==> src/inc/enc_index_params.svh <==
`ifndef ENC_INDEX_PARAMS_SVH
`define ENC_INDEX_PARAMS_SVH

// register offsets
`define OFS_ENC_CONST 8'h10
`define OFS_ENC_COUNT 8'h11
`define OFS_INDEX_CFG 8'h12
`define OFS_INDEX_STATUS 8'h13
`define OFS_INDEX_LATCH 8'h14
`define OFS_ANGLE_SCALE 8'h17
`define OFS_ANGLE 8'h18
`define OFS_ANGLE_SELECT 8'h19
`define OFS_INT_STATUS 8'h1A
`define OFS_INT_MASK 8'h1B

// field widths and positions
`define CFG_WIDTH 14
`define SCALE_WIDTH 12
`define SCALE_FRAC_BITS 6
`define SELECT_RES_LSB 0
`define SELECT_LOAD_LSB 8
`define INT_INDEX_BIT 0
`define INT_LIMIT_BIT 1
`define INT_WIDTH 2

// reset values
`define RST_ENC_CONST 32'h0001_0000
`define RST_CFG 14'h0000
`define RST_SCALE 12'h000
`define RST_SELECT 4'h0

// fraction moduli for the count accumulator
`define MOD_BINARY 17'h1_0000
`define MOD_DECIMAL 17'h0_2710

// load angle limits in 256ths of an electrical period
`define LIMIT_0 8'h40
`define LIMIT_1 8'h48
`define LIMIT_2 8'h50
`define LIMIT_3 8'h58

`endif

==> src/inc/enc_index_pkg.sv <==
package enc_index_pkg;

   typedef struct packed {
      logic decimal_scale;
      logic compare_on_encoder;
      logic [2:0] reserved;
      logic clear_on_event;
      logic fall_trigger;
      logic rise_trigger;
      logic clear_once;
      logic clear_continuous;
      logic skip_quadrature_qualify;
      logic pol_index;
      logic pol_b;
      logic pol_a;
   } index_cfg_type;

   typedef struct packed {
      logic [1:0] load_sel;
      logic [1:0] resolution;
   } angle_select_type;

   typedef struct packed {
      logic limit_active;
      logic over_positive;
      logic over_negative;
   } load_status_type;

   typedef struct packed {
      logic index_n;
      logic b;
      logic a;
   } encoder_pins_type;

endpackage

==> src/hw/pin_sync.sv <==
`timescale 1ns/1ps
// two-stage synchroniser; only the second stage is visible outside
module pin_sync #(
   parameter int WIDTH = 3
) (
   // clock
   input wire logic core_clk,
   // data
   input wire logic [WIDTH-1:0] async_in,
   output logic [WIDTH-1:0] sync_out
);
   logic [WIDTH-1:0] stage1;

   // no reset: the stages fill from the pins while the core is held in
   // reset, so release never shows a stale level as a fresh edge
   always_ff @(posedge core_clk) begin
      stage1 <= async_in;
      sync_out <= stage1;
   end
endmodule

==> src/hw/encoder_index_and_load_angle_control.sv <==
// Local design decision: the plain strobed port.
`timescale 1ns/1ps
`include "enc_index_params.svh"
// How it works
// - index qualifies only while A matches its polarity bit, unless skipped
// - index qualifies only while B matches its polarity bit, unless skipped
// - index active level comes from config bit 2
// - config bit 3 ignores A and B when qualifying the index
// - bit 4 clears the count for as long as the qualified index holds
// - bit 5 arms one event; only the next qualified index acts
// - bit 6 triggers on the index becoming active
// - bit 7 triggers on the index becoming inactive
// - every event latches the count; bit 8 also zeroes it
// - bit 12 picks motor position or encoder count for compare
// - bit 13 picks fraction units of 1/65536 or 1/10000
// - signed 6.6 scale is added per encoder count to the angle
// - zero scale disables vector control and limiting; reset is zero
// - 8-bit angle, 256 per period, readable and writable by software
// - resolution field picks which microstep bits form the motor angle
// - bits 9:8 limit load angle to 64, 72, 80 or 88 256ths
// - index event sets a status flag cleared by reading it
module encoder_index_and_load_angle_control (
   // clock and reset
   input wire logic core_clk,
   input wire logic rst_n,
   // register port
   input wire logic [7:0] reg_addr,
   input wire logic [31:0] reg_wdata,
   input wire logic reg_wr,
   input wire logic reg_rd,
   output logic [31:0] reg_rdata,
   // encoder pins
   input wire enc_index_pkg::encoder_pins_type enc_pins,
   // motion core
   input wire logic [31:0] motor_position,
   input wire logic [31:0] compare_value,
   input wire logic [12:0] microstep_position,
   // results
   output logic position_match_output,
   output logic [31:0] encoder_count,
   output enc_index_pkg::load_status_type load_status,
   output logic [7:0] load_angle,
   output logic irq
);
   import enc_index_pkg::*;

   index_cfg_type cfg;
   angle_select_type sel;
   encoder_pins_type pins;
   logic [31:0] enc_const;
   logic [15:0] enc_frac;
   logic [31:0] index_latch;
   logic index_status;
   logic armed;
   logic qual_prev;
   logic a_prev;
   logic b_prev;
   logic [`SCALE_WIDTH-1:0] scale;
   logic [13:0] angle_acc;
   logic [`INT_WIDTH-1:0] int_status;
   logic [`INT_WIDTH-1:0] int_mask;

   // pins cross into the clock domain before anything reads them
   pin_sync #(.WIDTH(3)) i_pin_sync (
      .core_clk(core_clk),
      .async_in(enc_pins),
      .sync_out(pins)
   );

   // write decode
   function automatic logic hit(input logic [7:0] a, input logic [7:0] o);
      return a == o;
   endfunction

   wire wr_const = reg_wr && hit(reg_addr, `OFS_ENC_CONST);
   wire wr_count = reg_wr && hit(reg_addr, `OFS_ENC_COUNT);
   wire wr_cfg = reg_wr && hit(reg_addr, `OFS_INDEX_CFG);
   wire wr_scale = reg_wr && hit(reg_addr, `OFS_ANGLE_SCALE);
   wire wr_angle = reg_wr && hit(reg_addr, `OFS_ANGLE);
   wire wr_select = reg_wr && hit(reg_addr, `OFS_ANGLE_SELECT);
   wire wr_int_status = reg_wr && hit(reg_addr, `OFS_INT_STATUS);
   wire wr_int_mask = reg_wr && hit(reg_addr, `OFS_INT_MASK);
   wire rd_status = reg_rd && hit(reg_addr, `OFS_INDEX_STATUS);

   // index qualification
   wire index_active = (pins.index_n == cfg.pol_index);
   wire a_ok = (pins.a == cfg.pol_a);
   wire b_ok = (pins.b == cfg.pol_b);
   wire ab_ok = cfg.skip_quadrature_qualify || (a_ok && b_ok);
   wire qual = index_active && ab_ok;
   wire rise = qual && !qual_prev;
   wire fall = !qual && qual_prev;
   wire edge_mode = cfg.rise_trigger || cfg.fall_trigger;
   wire edge_hit = (cfg.rise_trigger && rise) || (cfg.fall_trigger && fall);
   wire trigger = edge_mode ? edge_hit : qual;
   // in single-shot mode only an armed trigger acts
   wire index_event = trigger && (!cfg.clear_once || armed);
   wire clear_now = (cfg.clear_continuous && qual)
      || (index_event && cfg.clear_on_event);

   // quadrature decode; a double transition is dropped as noise
   wire a_chg = pins.a ^ a_prev;
   wire b_chg = pins.b ^ b_prev;
   wire step = a_chg ^ b_chg;
   wire step_up = pins.a ^ b_prev;

   // count accumulator: integer part plus a fraction that wraps at mod
   wire [16:0] frac_mod = cfg.decimal_scale ? `MOD_DECIMAL
      : `MOD_BINARY;
   wire [16:0] cf = {1'b0, enc_const[15:0]};
   wire [16:0] fr = {1'b0, enc_frac};
   wire [16:0] frac_sum = fr + cf;
   wire frac_carry = frac_sum >= frac_mod;
   wire frac_borrow = fr < cf;
   wire [16:0] frac_up = frac_carry ? frac_sum - frac_mod : frac_sum;
   wire [16:0] frac_dn = frac_borrow ? fr + frac_mod - cf : fr - cf;
   wire [31:0] int_part = {{16{enc_const[31]}}, enc_const[31:16]};
   wire [31:0] count_up = encoder_count + int_part
      + {31'h0000_0000, frac_carry};
   wire [31:0] count_dn = encoder_count - int_part
      - {31'h0000_0000, frac_borrow};
   wire [31:0] next_count = step_up ? count_up : count_dn;
   wire [15:0] next_frac = step_up ? frac_up[15:0] : frac_dn[15:0];

   // vector angle: signed 6.6 scale per count, 8 integer angle bits
   wire [13:0] scale_ext = {{2{scale[`SCALE_WIDTH-1]}}, scale};
   wire [13:0] next_angle_acc = step_up ? angle_acc + scale_ext
      : angle_acc - scale_ext;
   wire [7:0] enc_angle = angle_acc[13:`SCALE_FRAC_BITS];
   wire vc_on = scale != `RST_SCALE;

   function automatic logic [7:0] motor_angle(input logic [1:0] res,
      input logic [12:0] adr);
      case (res)
         2'h0: return adr[12:5];
         2'h1: return adr[11:4];
         2'h2: return adr[9:2];
         default: return adr[7:0];
      endcase
   endfunction

   function automatic logic [7:0] load_limit(input logic [1:0] code);
      case (code)
         2'h0: return `LIMIT_0;
         2'h1: return `LIMIT_1;
         2'h2: return `LIMIT_2;
         default: return `LIMIT_3;
      endcase
   endfunction

   wire [7:0] mot_angle = motor_angle(sel.resolution,
      microstep_position);
   // difference wraps modulo one electrical period
   wire [7:0] diff = enc_angle - mot_angle;
   wire [7:0] limit = load_limit(sel.load_sel);
   wire [7:0] neg_limit = 8'h00 - limit;
   wire over_pos = vc_on && ($signed(diff) > $signed(limit));
   wire over_neg = vc_on && ($signed(diff) < $signed(neg_limit));
   wire limit_rise = (over_pos || over_neg) && !load_status.limit_active;

   // interrupt bits: set wins over a write-one clear
   wire [`INT_WIDTH-1:0] int_set = {limit_rise, index_event};
   wire [`INT_WIDTH-1:0] int_clr = wr_int_status
      ? reg_wdata[`INT_WIDTH-1:0] : {`INT_WIDTH{1'b0}};
   wire [`INT_WIDTH-1:0] next_int_status = int_set
      | (int_status & ~int_clr);
   wire next_index_status = index_event
      || (index_status && !rd_status);

   wire [31:0] cmp_src = cfg.compare_on_encoder ? encoder_count
      : motor_position;

   // write-only registers read back as zero
   wire [31:0] next_rdata =
      hit(reg_addr, `OFS_ENC_COUNT) ? encoder_count :
      hit(reg_addr, `OFS_INDEX_STATUS) ? {31'h0000_0000, index_status} :
      hit(reg_addr, `OFS_INDEX_LATCH) ? index_latch :
      hit(reg_addr, `OFS_ANGLE) ? {24'h00_0000, enc_angle} :
      hit(reg_addr, `OFS_INT_STATUS) ? {30'h0000_0000, int_status} :
      hit(reg_addr, `OFS_INT_MASK) ? {30'h0000_0000, int_mask} :
      32'h0000_0000;

   always_ff @(posedge core_clk) begin
      if (!rst_n) begin
         cfg <= `RST_CFG;
         sel <= `RST_SELECT;
         scale <= `RST_SCALE;
         enc_const <= `RST_ENC_CONST;
         int_mask <= '0;
      end else begin
         if (wr_cfg) cfg <= reg_wdata[`CFG_WIDTH-1:0];
         if (wr_select) sel <= {reg_wdata[`SELECT_LOAD_LSB+1 -: 2],
            reg_wdata[`SELECT_RES_LSB+1 -: 2]};
         if (wr_scale) scale <= reg_wdata[`SCALE_WIDTH-1:0];
         if (wr_const) enc_const <= reg_wdata;
         if (wr_int_mask) int_mask <= reg_wdata[`INT_WIDTH-1:0];
      end
   end

   always_ff @(posedge core_clk) begin
      if (!rst_n) begin
         qual_prev <= 1'b0;
         // live levels, so the first cycle after release sees no step
         a_prev <= pins.a;
         b_prev <= pins.b;
         armed <= 1'b0;
         index_status <= 1'b0;
         index_latch <= '0;
      end else begin
         qual_prev <= qual;
         a_prev <= pins.a;
         b_prev <= pins.b;
         index_status <= next_index_status;
         // rewriting the config with bit 5 set rearms the single shot
         if (wr_cfg) armed <= reg_wdata[5];
         else if (index_event && cfg.clear_once) armed <= 1'b0;
         if (index_event) index_latch <= encoder_count;
      end
   end

   // a clear beats both a software write and a step in the same cycle
   always_ff @(posedge core_clk) begin
      if (!rst_n) begin
         encoder_count <= '0;
         enc_frac <= '0;
      end else if (clear_now) begin
         encoder_count <= '0;
         enc_frac <= '0;
      end else if (wr_count) begin
         encoder_count <= reg_wdata;
         enc_frac <= '0;
      end else if (step) begin
         encoder_count <= next_count;
         enc_frac <= next_frac;
      end
   end

   always_ff @(posedge core_clk) begin
      if (!rst_n) angle_acc <= '0;
      else if (wr_angle) angle_acc <= {reg_wdata[7:0], 6'h00};
      else if (step && vc_on) angle_acc <= next_angle_acc;
   end

   always_ff @(posedge core_clk) begin
      if (!rst_n) begin
         load_status <= '0;
         load_angle <= '0;
         position_match_output <= 1'b0;
         int_status <= '0;
         reg_rdata <= '0;
      end else begin
         load_status <= {over_pos || over_neg, over_pos, over_neg};
         load_angle <= vc_on ? diff : 8'h00;
         position_match_output <= cmp_src == compare_value;
         int_status <= next_int_status;
         reg_rdata <= next_rdata;
      end
   end

   assign irq = |(int_status & int_mask);
endmodule

==> config.mk <==
export PLATFORM = sky130hd
export DESIGN_NAME = encoder_index_and_load_angle_control
export DESIGN_NICKNAME = d
export VERILOG_FILES = /design/src/inc/enc_index_pkg.sv /design/src/hw/pin_sync.sv /design/src/hw/encoder_index_and_load_angle_control.sv
export VERILOG_INCLUDE_DIRS = /design/src /design/src/inc
export SDC_FILE = /design/constraint.sdc
export NUM_CORES = 1
export LEC_CHECK = 0
export ABC_AREA = 0
export ABC_CLOCK_PERIOD_IN_PS = 6800
export BUFFER_PORTS_ARGS = -buffer_cell sky130_fd_sc_hd__buf_2
export CORE_MARGIN = 3
export CORE_UTILIZATION = 57
export DETAILED_ROUTE_END_ITERATION = 6
export PLACE_DENSITY = 0.76
export SLEW_MARGIN = 20
export SYNTH_ARGS = -nofsm -noshare
export SYNTH_HDL_FRONTEND = slang
export SYNTH_SLANG_ARGS = --single-unit
==> constraint.sdc <==
create_clock -name core_clk -period 6.8 [get_ports core_clk]
set_input_delay 1.02 -clock core_clk [delete_from_list [all_inputs] [get_ports core_clk]]
set_output_delay 1.02 -clock core_clk [all_outputs]
set_load 0.05 [all_outputs]
==> results.py, run 1 <==
metrics = {
    "run_status": {
        "status": "finished, final reports clean",
    },
    "power": {
        "power.total_mw": 6.456,
        "worst_ir_drop_vdd_v": 0.0002146,
        "p_per_area_nw_per_um2": 325.4,
        "p_leak_nw": 8.495,
    },
    "synth": {
        "synth_top_cells_by_count": "dfxtp_1, nand2_1, inv_1",
        "synth_flop_cell": "dfxtp_1",
        "yosys_warnings": 0,
        "yosysTopAreaCell": "dfxtp_1",
        "synth_fp_nets": 2494,
        "synth-xor-area-share_pct": 7.683,
        "syn_area_um2": 17330,
        "seq_area_frac_synth_pct": 24.49,
        "avgSynthCellArea_um2": 7.960,
        "synth_compound_area_share_pct": 22.68,
        "synthMuxAreaShare_pct": 5.286,
        "ys_ff_latch": 212,
        "synthAdderAreaFrac_pct": 14.80,
        "synth-simple-area-share_pct": 18.60,
        "async_flop_share_pct": 0,
        "synthDominantCellAreaShare_pct": 24.49,
        "synth_cell_type_count": 86,
        "yosysMostFrequentCell": "dfxtp_1",
        "synth-edff-count": 0,
        "synth_area_leaders": "dfxtp_1, ha_1, xnor2_1",
        "synthCells": 2177,
        "synth_top_family_by_area": "compound AO/OA/AOI/OAI gates",
    },
    "finish": {
        "instances_no_fill": 2759,
        "diodes": 0,
        "drive_above_1_share_pct": 14.65,
        "nNetsFinal": 2666,
        "fin_area_um2": 19840,
        "area_growth_syn_to_layout_pct": 14.51,
        "nFillCells": 2602,
        "multi_input_area_um2": 12040,
        "ff_latch_area_um2": 4248,
    },
    "route": {
        "vias": 16985,
        "drc": 0,
        "drt-initial-drc-count": 1676,
        "first_pass_iters": 7,
        "drt-total-wl_um": 58980,
        "drtAntennaViolNets": 0,
        "post_drt_wl_per_cell_um": 21.38,
        "avgViaCountPerCell": 6.156,
    },
    "timing": {
        "fin_tns_setup_ns": 0,
        "final_max_slew_viol_count": 0,
        "finalHoldViolations": 0,
        "holdWs_ns": 0.3266,
        "fmax_mhz": 153.8,
        "tightest_slew_ns": 0.9898,
        "setup-violations-final": 0,
        "rsz0062_at_grt": "no",
        "period_share_pct": 95.62,
        "fin_crit_ns": 6.502,
        "relSlewSlack_pct": 33.41,
        "skew_ns": 0.01478,
    },
    "grt": {
        "antenna_found_initial": 0,
        "grt_pass1_wl_um": 90380,
        "first_global_vias": 16049,
        "gr-total-overflow": 0,
        "grtUsageTotal_pct": 34.32,
        "grt_max_degree": 86,
    },
    "die": {
        "ios": 201,
        "die_w_um": 180.4,
        "die_height_um": 180.4,
        "dieArea_um2": 32530,
        "core_area_um2": 29800,
        "initial_core_util_pct": 58.15,
        "rows": 63,
    },
    "place": {
        "place_area_um2": 18760,
        "dp_hpwl_um": 43770,
        "port_buffers": 200,
        "dpl.cell_count": 2709,
        "gp_congestion": 0.9917,
    },
    "cts": {
        "cts_root_buf": "clkbuf_16",
        "cts_hold_buf": 0,
        "clkSinkCount": 212,
        "htree_levels": 1,
        "worstSkewPairLatency_ns": 0.55,
        "cts_buffers": 26,
        "clock_path_buffers": 3,
        "clk_pin_slew_ns": 0.07,
        "cts_tree": "done",
    },
    "critical_path": {
        "cp-start-kind": "flop",
        "cp_max_fo": 4,
        "rr_endpoint": "encoder_count[28]$_SDFFE_PP0P_",
        "crit_type": "reg2reg",
        "reg2reg_depth": 24,
        "arrival_ns": 6.92,
        "cp.required_ns": 7.21,
        "endpoint_kind": "flop",
        "reg2reg_from": "enc_const[2]$_SDFFE_PN0P_",
        "worstSetupStartpoint": "enc_const[2]$_SDFFE_PN0P_",
        "worstSetupEndpoint": "encoder_count[28]$_SDFFE_PP0P_",
        "ff2ff_setup_slack_ns": 0.30,
    },
    "min_path": {
        "hp-class": "reg2reg",
        "min_from": "i_pin_sync.stage1[2]$_DFF_P_",
    },
    "flow_run": {
        "maxCapViolCount": 0,
    },
}
## logic make-up after synthesis
logic type,count (synthesis)
DFF,212
muxes,81
xor gates and xnor gates,152
adders and majority gates,193
and+or+nand+nor,661
AOI/OAI and AO/OA,583
buffers and inverters,295
## area by class of cell
type / instances / share of cell area, %
sequential: 212 / 21.41
clock buffer: 31 / 3.582
multi-input combinational: 1670 / 60.69
tap: 390 / 2.459
timing repair buffer: 237 / 6.457
clock inverter: 17 / 1.558
inverter: 202 / 3.847
## critical path: stages (launching register included)
cell and delay [ns]:
dfxtp_1 0.40, inv_1 0.06, ha_1 0.23, inv_1 0.07, fa_1 0.18, or3b_2 0.48
o221ai_2 0.28, o211ai_1 0.21, a41o_1 0.32, nand3_1 0.09, nand2_1 0.17, fa_1 0.56
inv_1 0.06, ha_1 0.18, or2_2 0.30, fa_1 0.40, nand2b_1 0.21, a311o_1 0.40
a32oi_1 0.37, o21ai_1 0.21, a221oi_2 0.36, o31a_1 0.22, or4b_1 0.42, o21ai_0 0.08
a311oi_1 0.10
## how the worst min path moves through the flow
| stage | to | slack, ns | cells after the start |
|---|---|---|---|
| 2_1_floorplan | i_pin_sync.sync_out[0]$_DFF_P_ | 0.31 | 0 |
| 3_3_place_gp | i_pin_sync.sync_out[2]$_DFF_P_ | 0.31 | 0 |
| 3_5_place_dp | i_pin_sync.sync_out[1]$_DFF_P_ | 0.31 | 0 |
| 4_1_cts | i_pin_sync.sync_out[2]$_DFF_P_ | 0.33 | 0 |
| 5_1_grt | i_pin_sync.sync_out[0]$_DFF_P_ | 0.33 | 0 |
| 6_report | i_pin_sync.sync_out[2]$_DFF_P_ | 0.33 | 0 |
## metal layers
metal	vias to the layer above	global-route usage (%)	wire length [µm]	part of all wire, %
met1	8116	47.76	25530	43
met4	0	9.027	1645	2.8
met3	100	4.461	5022	8.5
li1	7989	-	-	-
met5	-	0	0	0
met2	780	56.46	26780	45
## timing repair
| item | in CTS | in global routing |
|---|---|---|
| hold endpoints to repair | 0 | 0 |
| endpoints found under the setup margin | 0 | 12 |
| gates resized for setup | 0 | 13 |
| setup buffers | 0 | 2 |
## per-stage QoR
| step | setup WS (ns) | util (%) |
|---|---|---|
| finish | 0.2980 | 66.59 |
| global route | 0.004212 | 66.59 |
| CTS | 0.08470 | 66.37 |
| detailed placement | 0.1287 | 62.95 |
| global placement | 0.2633 | 62.95 |
| floorplan | 0.5687 | - |
## cells in the final DEF, fill, tap and decap left out, types with 66 or more instances in the layout
cell,netlist,final
dfxtp_1,212,209
nand2_1,205,205
inv_1,199,199
buf_2,5,199
ha_1,173,171
nor2_1,161,158
a21oi_1,157,156
xnor2_1,120,120
nor2b_1,104,103
o21ai_0,92,92
mux2i_1,66,66
## sequential cells by signal, summed over array words and instances (netlist names), 4 cells and up
name,count
sel,4
index_latch,32
angle_acc,14
encoder_count,32
enc_frac,16
reg_rdata,32
enc_const,32
load_angle,8
scale,12
cfg,11
## where the power goes
part | switching, mW | internal, mW
Clock | 0.600 | 1.05
Combinational | 2.00 | 1.31
Sequential | 0.167 | 1.33
(Power assumes the default switching activity.)
==> run 2: changes to the inputs <==
--- a/config.mk
+++ b/config.mk
@@ -9,7 +9,6 @@
 export ABC_AREA = 0
 export ABC_CLOCK_PERIOD_IN_PS = 6800
 export BUFFER_PORTS_ARGS = -buffer_cell sky130_fd_sc_hd__buf_2
-export CORE_MARGIN = 3
 export CORE_UTILIZATION = 57
 export DETAILED_ROUTE_END_ITERATION = 6
 export PLACE_DENSITY = 0.76
==> run 2 against run 1 <==
  * Clock-buffer cell count shrank 1
  * Non-clock buffer count decreased by 4
  * Combinational power down 2%
  * Sequential power barely moved
  * Global-route usage grew 1.5 points
  * Final area fell by 0.73%
  * Hold slack is essentially flat
  * Clock skew is 0.0045 ns lower
  * Critical path depth rose by 3
==> results.py, run 2 (synthesis results as in run 1) <==
metrics = {
    "grt": {
        "grt_pass1_wl_um": 87640,
        "antenna_found_initial": 0,
        "gr-total-overflow": 0,
        "grtUsageTotal_pct": 35.83,
        "first_global_vias": 15953,
        "grt_max_degree": 90,
    },
    "finish": {
        "drive_above_1_share_pct": 14.47,
        "diodes": 0,
        "nNetsFinal": 2661,
        "mostFrequentLayoutCells": "dfxtp_1, nand2_1, inv_1, buf_2, ha_1",
        "final_common_cell": "dfxtp_1",
        "area_growth_syn_to_layout_pct": 13.67,
    },
    "cts": {
        "worstSkewPairLatency_ns": 0.55,
        "clk_pin_slew_ns": 0.07,
        "cts_root_buf": "clkbuf_16",
        "cts_tree": "done",
        "clkSinkCount": 212,
        "cts_buffers": 25,
        "htree_levels": 1,
        "clock_path_buffers": 3,
    },
    "die": {
        "initial_core_util_pct": 58.15,
        "rows": 63,
        "dieArea_um2": 31100,
        "core_area_um2": 29800,
        "die_height_um": 176.4,
        "ios": 201,
        "die_w_um": 176.4,
    },
    "power": {
        "worst_ir_drop_vdd_v": 0.0002108,
        "intPower_mw": 3.511,
        "pwr-share-clk_pct": 23.6,
        "power_frac_seq_pct": 24.0,
        "power.total_mw": 6.222,
        "switching_share_pct": 43.58,
        "p_leak_nw": 8.437,
        "p_per_area_nw_per_um2": 315.9,
        "comb_power_share_pct": 52.4,
        "power_switching_mw": 2.712,
    },
    "timing": {
        "setup-violations-final": 0,
        "tightest_slew_ns": 1.130,
        "fin_crit_ns": 6.524,
        "skew_ns": 0.01025,
        "final_max_slew_viol_count": 0,
        "period_share_pct": 95.95,
        "rsz0062_at_grt": "yes",
        "finalHoldViolations": 0,
        "layout_setup_ws_ns": 0.2756,
        "relSlewSlack_pct": 24.67,
        "fmax_mhz": 153.3,
    },
    "route": {
        "vias": 16854,
        "first_pass_iters": 6,
        "drt-initial-drc-count": 1463,
        "drc": 0,
        "post_drt_wl_per_cell_um": 20.60,
        "drtAntennaViolNets": 0,
        "drt-total-wl_um": 56720,
        "avgViaCountPerCell": 6.122,
    },
    "place": {
        "dp_slack_ns": 0.1384,
        "gp_congestion": 1.017,
        "dp_hpwl_um": 41940,
        "port_buffers": 200,
    },
    "critical_path": {
        "cp.required_ns": 7.27,
        "worstSetupStartpoint": "enc_const[0]$_SDFFE_PN0P_",
        "cp_max_fo": 6,
        "crit_type": "reg2reg",
        "arrival_ns": 6.99,
        "cp-start-kind": "flop",
        "endpoint_kind": "flop",
        "reg2reg_from": "enc_const[0]$_SDFFE_PN0P_",
        "ff2ff_setup_slack_ns": 0.28,
    },
    "run_status": {
        "status": "finished, final reports clean",
    },
    "min_path": {
        "min_from": "i_pin_sync.stage1[2]$_DFF_P_",
        "hp-class": "reg2reg",
    },
    "flow_run": {
        "maxCapViolCount": 0,
    },
}
[run 2: cell types whose count changed in the layout (fill, tap and decap cells not counted), moves of 2 or more]
cell and change:
clkinv_4 +2, bufinv_16 -4, inv_6 -2, clkinvlp_4 -2
clkbuf_16 -2, buf_4 -4, clkbuf_8 +2, clkinv_2 +4
[run 2: worst paths after layout]
kind | to | cells past startpoint
max | encoder_count[31]$_SDFFE_PP0P_ | 27
min | i_pin_sync.sync_out[2]$_DFF_P_ | 0
max reg2reg | encoder_count[31]$_SDFFE_PP0P_ | 27
min reg2reg | i_pin_sync.sync_out[2]$_DFF_P_ | 0
[run 2: worst max-delay path, cell delays in order (launching register included)]
cell      delay, ns
dfxtp_1        0.33
ha_1           0.23
fa_1           0.42
nor2b_1        0.17
o21ai_1        0.29
a32oi_1        0.21
a21oi_1        0.19
o21bai_1       0.08
xnor2_1        0.21
ha_1           0.33
nand4b_1       0.12
nor4_1         0.07
a211o_1        0.34
nor4b_4        0.36
nor2_4         0.10
inv_6          0.09
fa_1           0.21
nor2b_1        0.08
o311a_1        0.33
o21ai_1        0.27
a311o_1        0.29
a21oi_1        0.13
buf_4          0.19
a211oi_1       0.36
o21ai_0        0.18
a211oi_1       0.29
mux2_2         0.36
a311oi_1       0.19
[run 2: power groups by stage]
stage	Sequential [mW]	Combinational [mW]	Clock (mW)
after floorplan	1.61	2.25	0
after detailed placement	1.51	3.15	0
after CTS	1.49	3.17	1.48
after global routing	1.50	3.55	1.53
after global placement	1.51	3.11	0
final	1.49	3.26	1.47
[run 2: what timing repair did]
| action | CTS | global route |
|---|---|---|
| setup endpoints to repair | 0 | 9 |
| hold buffers | 0 | 0 |
| buffers inserted | 0 | 2 |
| resized for setup | 0 | 13 |
[run 2: layout make-up]
cell class                 instances  area [µm²]
sequential                       212        4248
timing repair buffer             233        1251
tap                              390       488.0
fill                            2598       10100
inverter                         202       763.2
multi-input combinational       1670       12050
clock buffer                      30       684.4
clock inverter                    16       214.0
[run 2: metrics by stage]
step / setup TNS [ns] / instances / hold slack, ns / instance area [µm²] / utilization (%)
final: 0 / 2753 / 0.3263 / 19700 / 66.10
after global routing: -0.002631 / 2753 / 0.3438 / 19700 / 66.10
after global placement: 0 / 2705 / 0.3117 / 18730 / 62.85
after detailed placement: 0 / 2705 / 0.3121 / 18730 / 62.85
after CTS: 0 / 2751 / 0.3264 / 19630 / 65.86
after floorplan: 0 / 2177 / 0.3096 / 17330 / -
[run 2: metal layers]
| metal | vias to the layer above | wire (µm) | global-route usage (%) |
|---|---|---|---|
| li1 | 7982 | - | - |
| met1 | 7950 | 23450 | 47.95 |
| met2 | 793 | 25620 | 57.97 |
| met3 | 129 | 5421 | 5.362 |
| met4 | 0 | 2216 | 13.86 |
| met5 | - | 0 | 0 |
==> run 3: changes to the inputs <==
--- a/config.mk
+++ b/config.mk
@@ -10,9 +10,11 @@
 export ABC_CLOCK_PERIOD_IN_PS = 6800
 export BUFFER_PORTS_ARGS = -buffer_cell sky130_fd_sc_hd__buf_2
 export CORE_UTILIZATION = 57
+export CTS_CLUSTER_SIZE = 12
 export DETAILED_ROUTE_END_ITERATION = 6
 export PLACE_DENSITY = 0.76
 export SLEW_MARGIN = 20
 export SYNTH_ARGS = -nofsm -noshare
 export SYNTH_HDL_FRONTEND = slang
+export SYNTH_HIERARCHICAL = 1
 export SYNTH_SLANG_ARGS = --single-unit
==> run 3 against run 2 <==
  * Register-to-register slack better by 0.18 ns
  * Critical endpoint is now encoder_count[30]$_SDFFE_PP0P_
  * Die area decreased by 5.1%
  * Via count shrank 4.2%
==> results.py, run 3 <==
metrics = {
    "critical_path": {
        "cp.required_ns": 7.26,
        "cp-start-kind": "flop",
        "crit_type": "reg2reg",
        "critPathBufInv": 0,
        "slowest_stage": "fa_1",
        "max_stage_delay_ns": 0.44,
        "cpMostUsedCell": "fa_1",
        "crit_family": "compound AO/OA/AOI/OAI gates",
        "cp_max_fo": 4,
        "endpoint_kind": "flop",
        "arrival_ns": 6.80,
    },
    "synth": {
        "ys_ff_latch": 212,
        "avgSynthCellArea_um2": 7.853,
        "yosys_warnings": 6,
        "synth_cell_type_count": 80,
        "yosysTopAreaCell": "dfxtp_1",
        "syn_area_um2": 16430,
        "seq_area_frac_synth_pct": 25.83,
        "yosysMostFrequentCell": "nor2_1",
        "synth-edff-count": 0,
        "synth_area_leaders": "dfxtp_1, ha_1, a21oi_1",
        "synth_fp_nets": 2409,
        "synth_top_cells_by_count": "nor2_1, a21oi_1, dfxtp_1",
        "synth_flop_cell": "dfxtp_1",
        "async_flop_share_pct": 0,
        "synthCells": 2092,
        "synthDominantCellAreaShare_pct": 25.83,
    },
    "run_status": {
        "status": "finished, final reports clean",
    },
    "timing": {
        "fin_crit_ns": 6.341,
        "holdWs_ns": 0.3243,
        "tightest_slew_ns": 1.007,
        "setup-violations-final": 0,
        "finalHoldViolations": 0,
        "relSlewSlack_pct": 32.89,
        "rsz0062_at_grt": "no",
        "skew_ns": 0.01410,
        "period_share_pct": 93.25,
        "fin_tns_setup_ns": 0,
        "final_max_slew_viol_count": 0,
        "fmax_mhz": 157.7,
    },
    "min_path": {
        "hp-class": "reg2reg",
    },
    "route": {
        "drt-initial-drc-count": 1861,
        "drc": 0,
        "avgViaCountPerCell": 6.079,
        "drt-total-wl_um": 54740,
        "vias": 16141,
        "drtAntennaViolNets": 0,
        "post_drt_wl_per_cell_um": 20.62,
        "first_pass_iters": 6,
    },
    "finish": {
        "drive_above_1_share_pct": 13.46,
        "area_growth_syn_to_layout_pct": 13.06,
        "nFillCells": 2491,
        "nNetsFinal": 2573,
        "mostFrequentLayoutCells": "nor2_1, a21oi_1, dfxtp_1",
        "final_common_cell": "nor2_1",
        "ff_latch_area_um2": 4245,
        "multi_input_area_um2": 11130,
    },
    "die": {
        "rows": 61,
        "die_w_um": 171.8,
        "core_area_um2": 28090,
        "ios": 201,
        "initial_core_util_pct": 58.50,
        "die_height_um": 171.8,
        "dieArea_um2": 29510,
    },
    "cts": {
        "clk_pin_slew_ns": 0.06,
        "cts_tree": "done",
        "cts_buffers": 25,
        "clock_path_buffers": 3,
        "cts_root_buf": "clkbuf_16",
        "worstSkewPairLatency_ns": 0.54,
        "clkSinkCount": 212,
        "htree_levels": 1,
        "cts_hold_buf": 0,
        "post_cts_buffers": 0,
    },
    "grt": {
        "grtUsageTotal_pct": 35.99,
        "grt_pass1_wl_um": 81540,
        "gr-total-overflow": 0,
        "antenna_found_initial": 4,
        "grt_max_degree": 76,
        "first_global_vias": 14862,
    },
    "place": {
        "gp_congestion": 0.9843,
        "dp_hpwl_um": 40630,
        "port_buffers": 200,
    },
    "flow_run": {
        "maxCapViolCount": 0,
    },
    "power": {
        "p_per_area_nw_per_um2": 318.8,
        "worst_ir_drop_vdd_v": 0.0002770,
        "p_leak_nw": 8.083,
    },
}
==> run 3: cell count changes in the layout (fill, tap and decap cells not counted), moves of 10 or more <==
cell | previous run | this run
nor2b_1 | 104 | 16
nor2_1 | 158 | 251
xnor2_1 | 120 | 107
o211ai_1 | 25 | 14
nand2_1 | 205 | 164
a21o_1 | 19 | 29
o21ai_0 | 92 | 72
a21boi_0 | 50 | 3
xor2_1 | 32 | 49
a21oi_1 | 157 | 215
==> run 3: worst paths after layout <==
check	from	to	slack, ns	cells after the start
worst min-delay path	i_pin_sync/stage1[2]$_DFF_P_	i_pin_sync/sync_out[2]$_DFF_P_	0.32	0
worst max register to register	enc_const[0]$_SDFFE_PN0P_	encoder_count[30]$_SDFFE_PP0P_	0.46	26
worst max-delay path	enc_const[0]$_SDFFE_PN0P_	encoder_count[30]$_SDFFE_PP0P_	0.46	26
worst min register to register	i_pin_sync/stage1[2]$_DFF_P_	i_pin_sync/sync_out[2]$_DFF_P_	0.32	0
==> run 3: metal layers <==
metal  vias up  wire [µm]  track usage (%)
met1      7556      23170            48.89
li1       7646          -                -
met5         -          0                0
met2       816      23560            55.96
met4         0       1961            14.97
met3       123       6051            6.466
==> run 3: report_power, final <==
group,switching [mW],total (mW),internal [mW]
clock,0.540,1.31,0.767
sequential,0.202,1.53,1.33
combinational,1.84,3.08,1.24
total,2.59,5.92,3.33
==> run 3: logic make-up (layout without fill, tap and decap cells) <==
logic type	Yosys count	in the layout	share of synthesized area, %
multiplexers	71	71	4.920
XOR/XNOR	156	156	8.316
AND/OR/NAND/NOR	613	613	16.67
AO/OA/AOI/OAI	564	564	22.02
flip-flops	212	212	25.83
adder cells (fa/ha/maj)	193	193	15.61
buffers and inverters	283	464	6.626
other	0	4	0
==> run 3: worst register-to-register path: cells and delay by family, from the launching register on <==
family	cells	cell delay (ns)
DFF	1	0.33
AOI/OAI and AO/OA	14	3.01
adders and majority gates	5	1.81
and+or+nand+nor	5	0.87
xor gates and xnor gates	2	0.27
==> run 3: what timing repair did <==
item,4_1_cts,5_1_grt
hold endpoints to repair,0,0
setup endpoints to repair,0,2
resized for setup,0,1
==> run 3: cell type report <==
cell class	instances	area share, %
diodes	4	0.05389
clock buffers	37	3.880
clock inverters	7	0.3705
inverters	194	3.934
multi-input cells	1597	59.92
flip-flops and latches	212	22.85
well taps	378	2.546
repair buffers	226	6.439
==> run 3: metrics by stage <==
stage	utilization, %	worst slack (ns)	total power [mW]	cell area, µm²	cells
3_3_place_gp	63.29	0.6031	4.522	17780	2607
6_report	66.14	0.4589	5.921	18580	2655
3_5_place_dp	63.29	0.4494	4.561	17780	2607
4_1_cts	66.10	0.4427	5.871	18570	2651
5_1_grt	66.14	0.01221	6.257	18580	2655
2_1_floorplan	-	0.7971	3.764	16430	2092
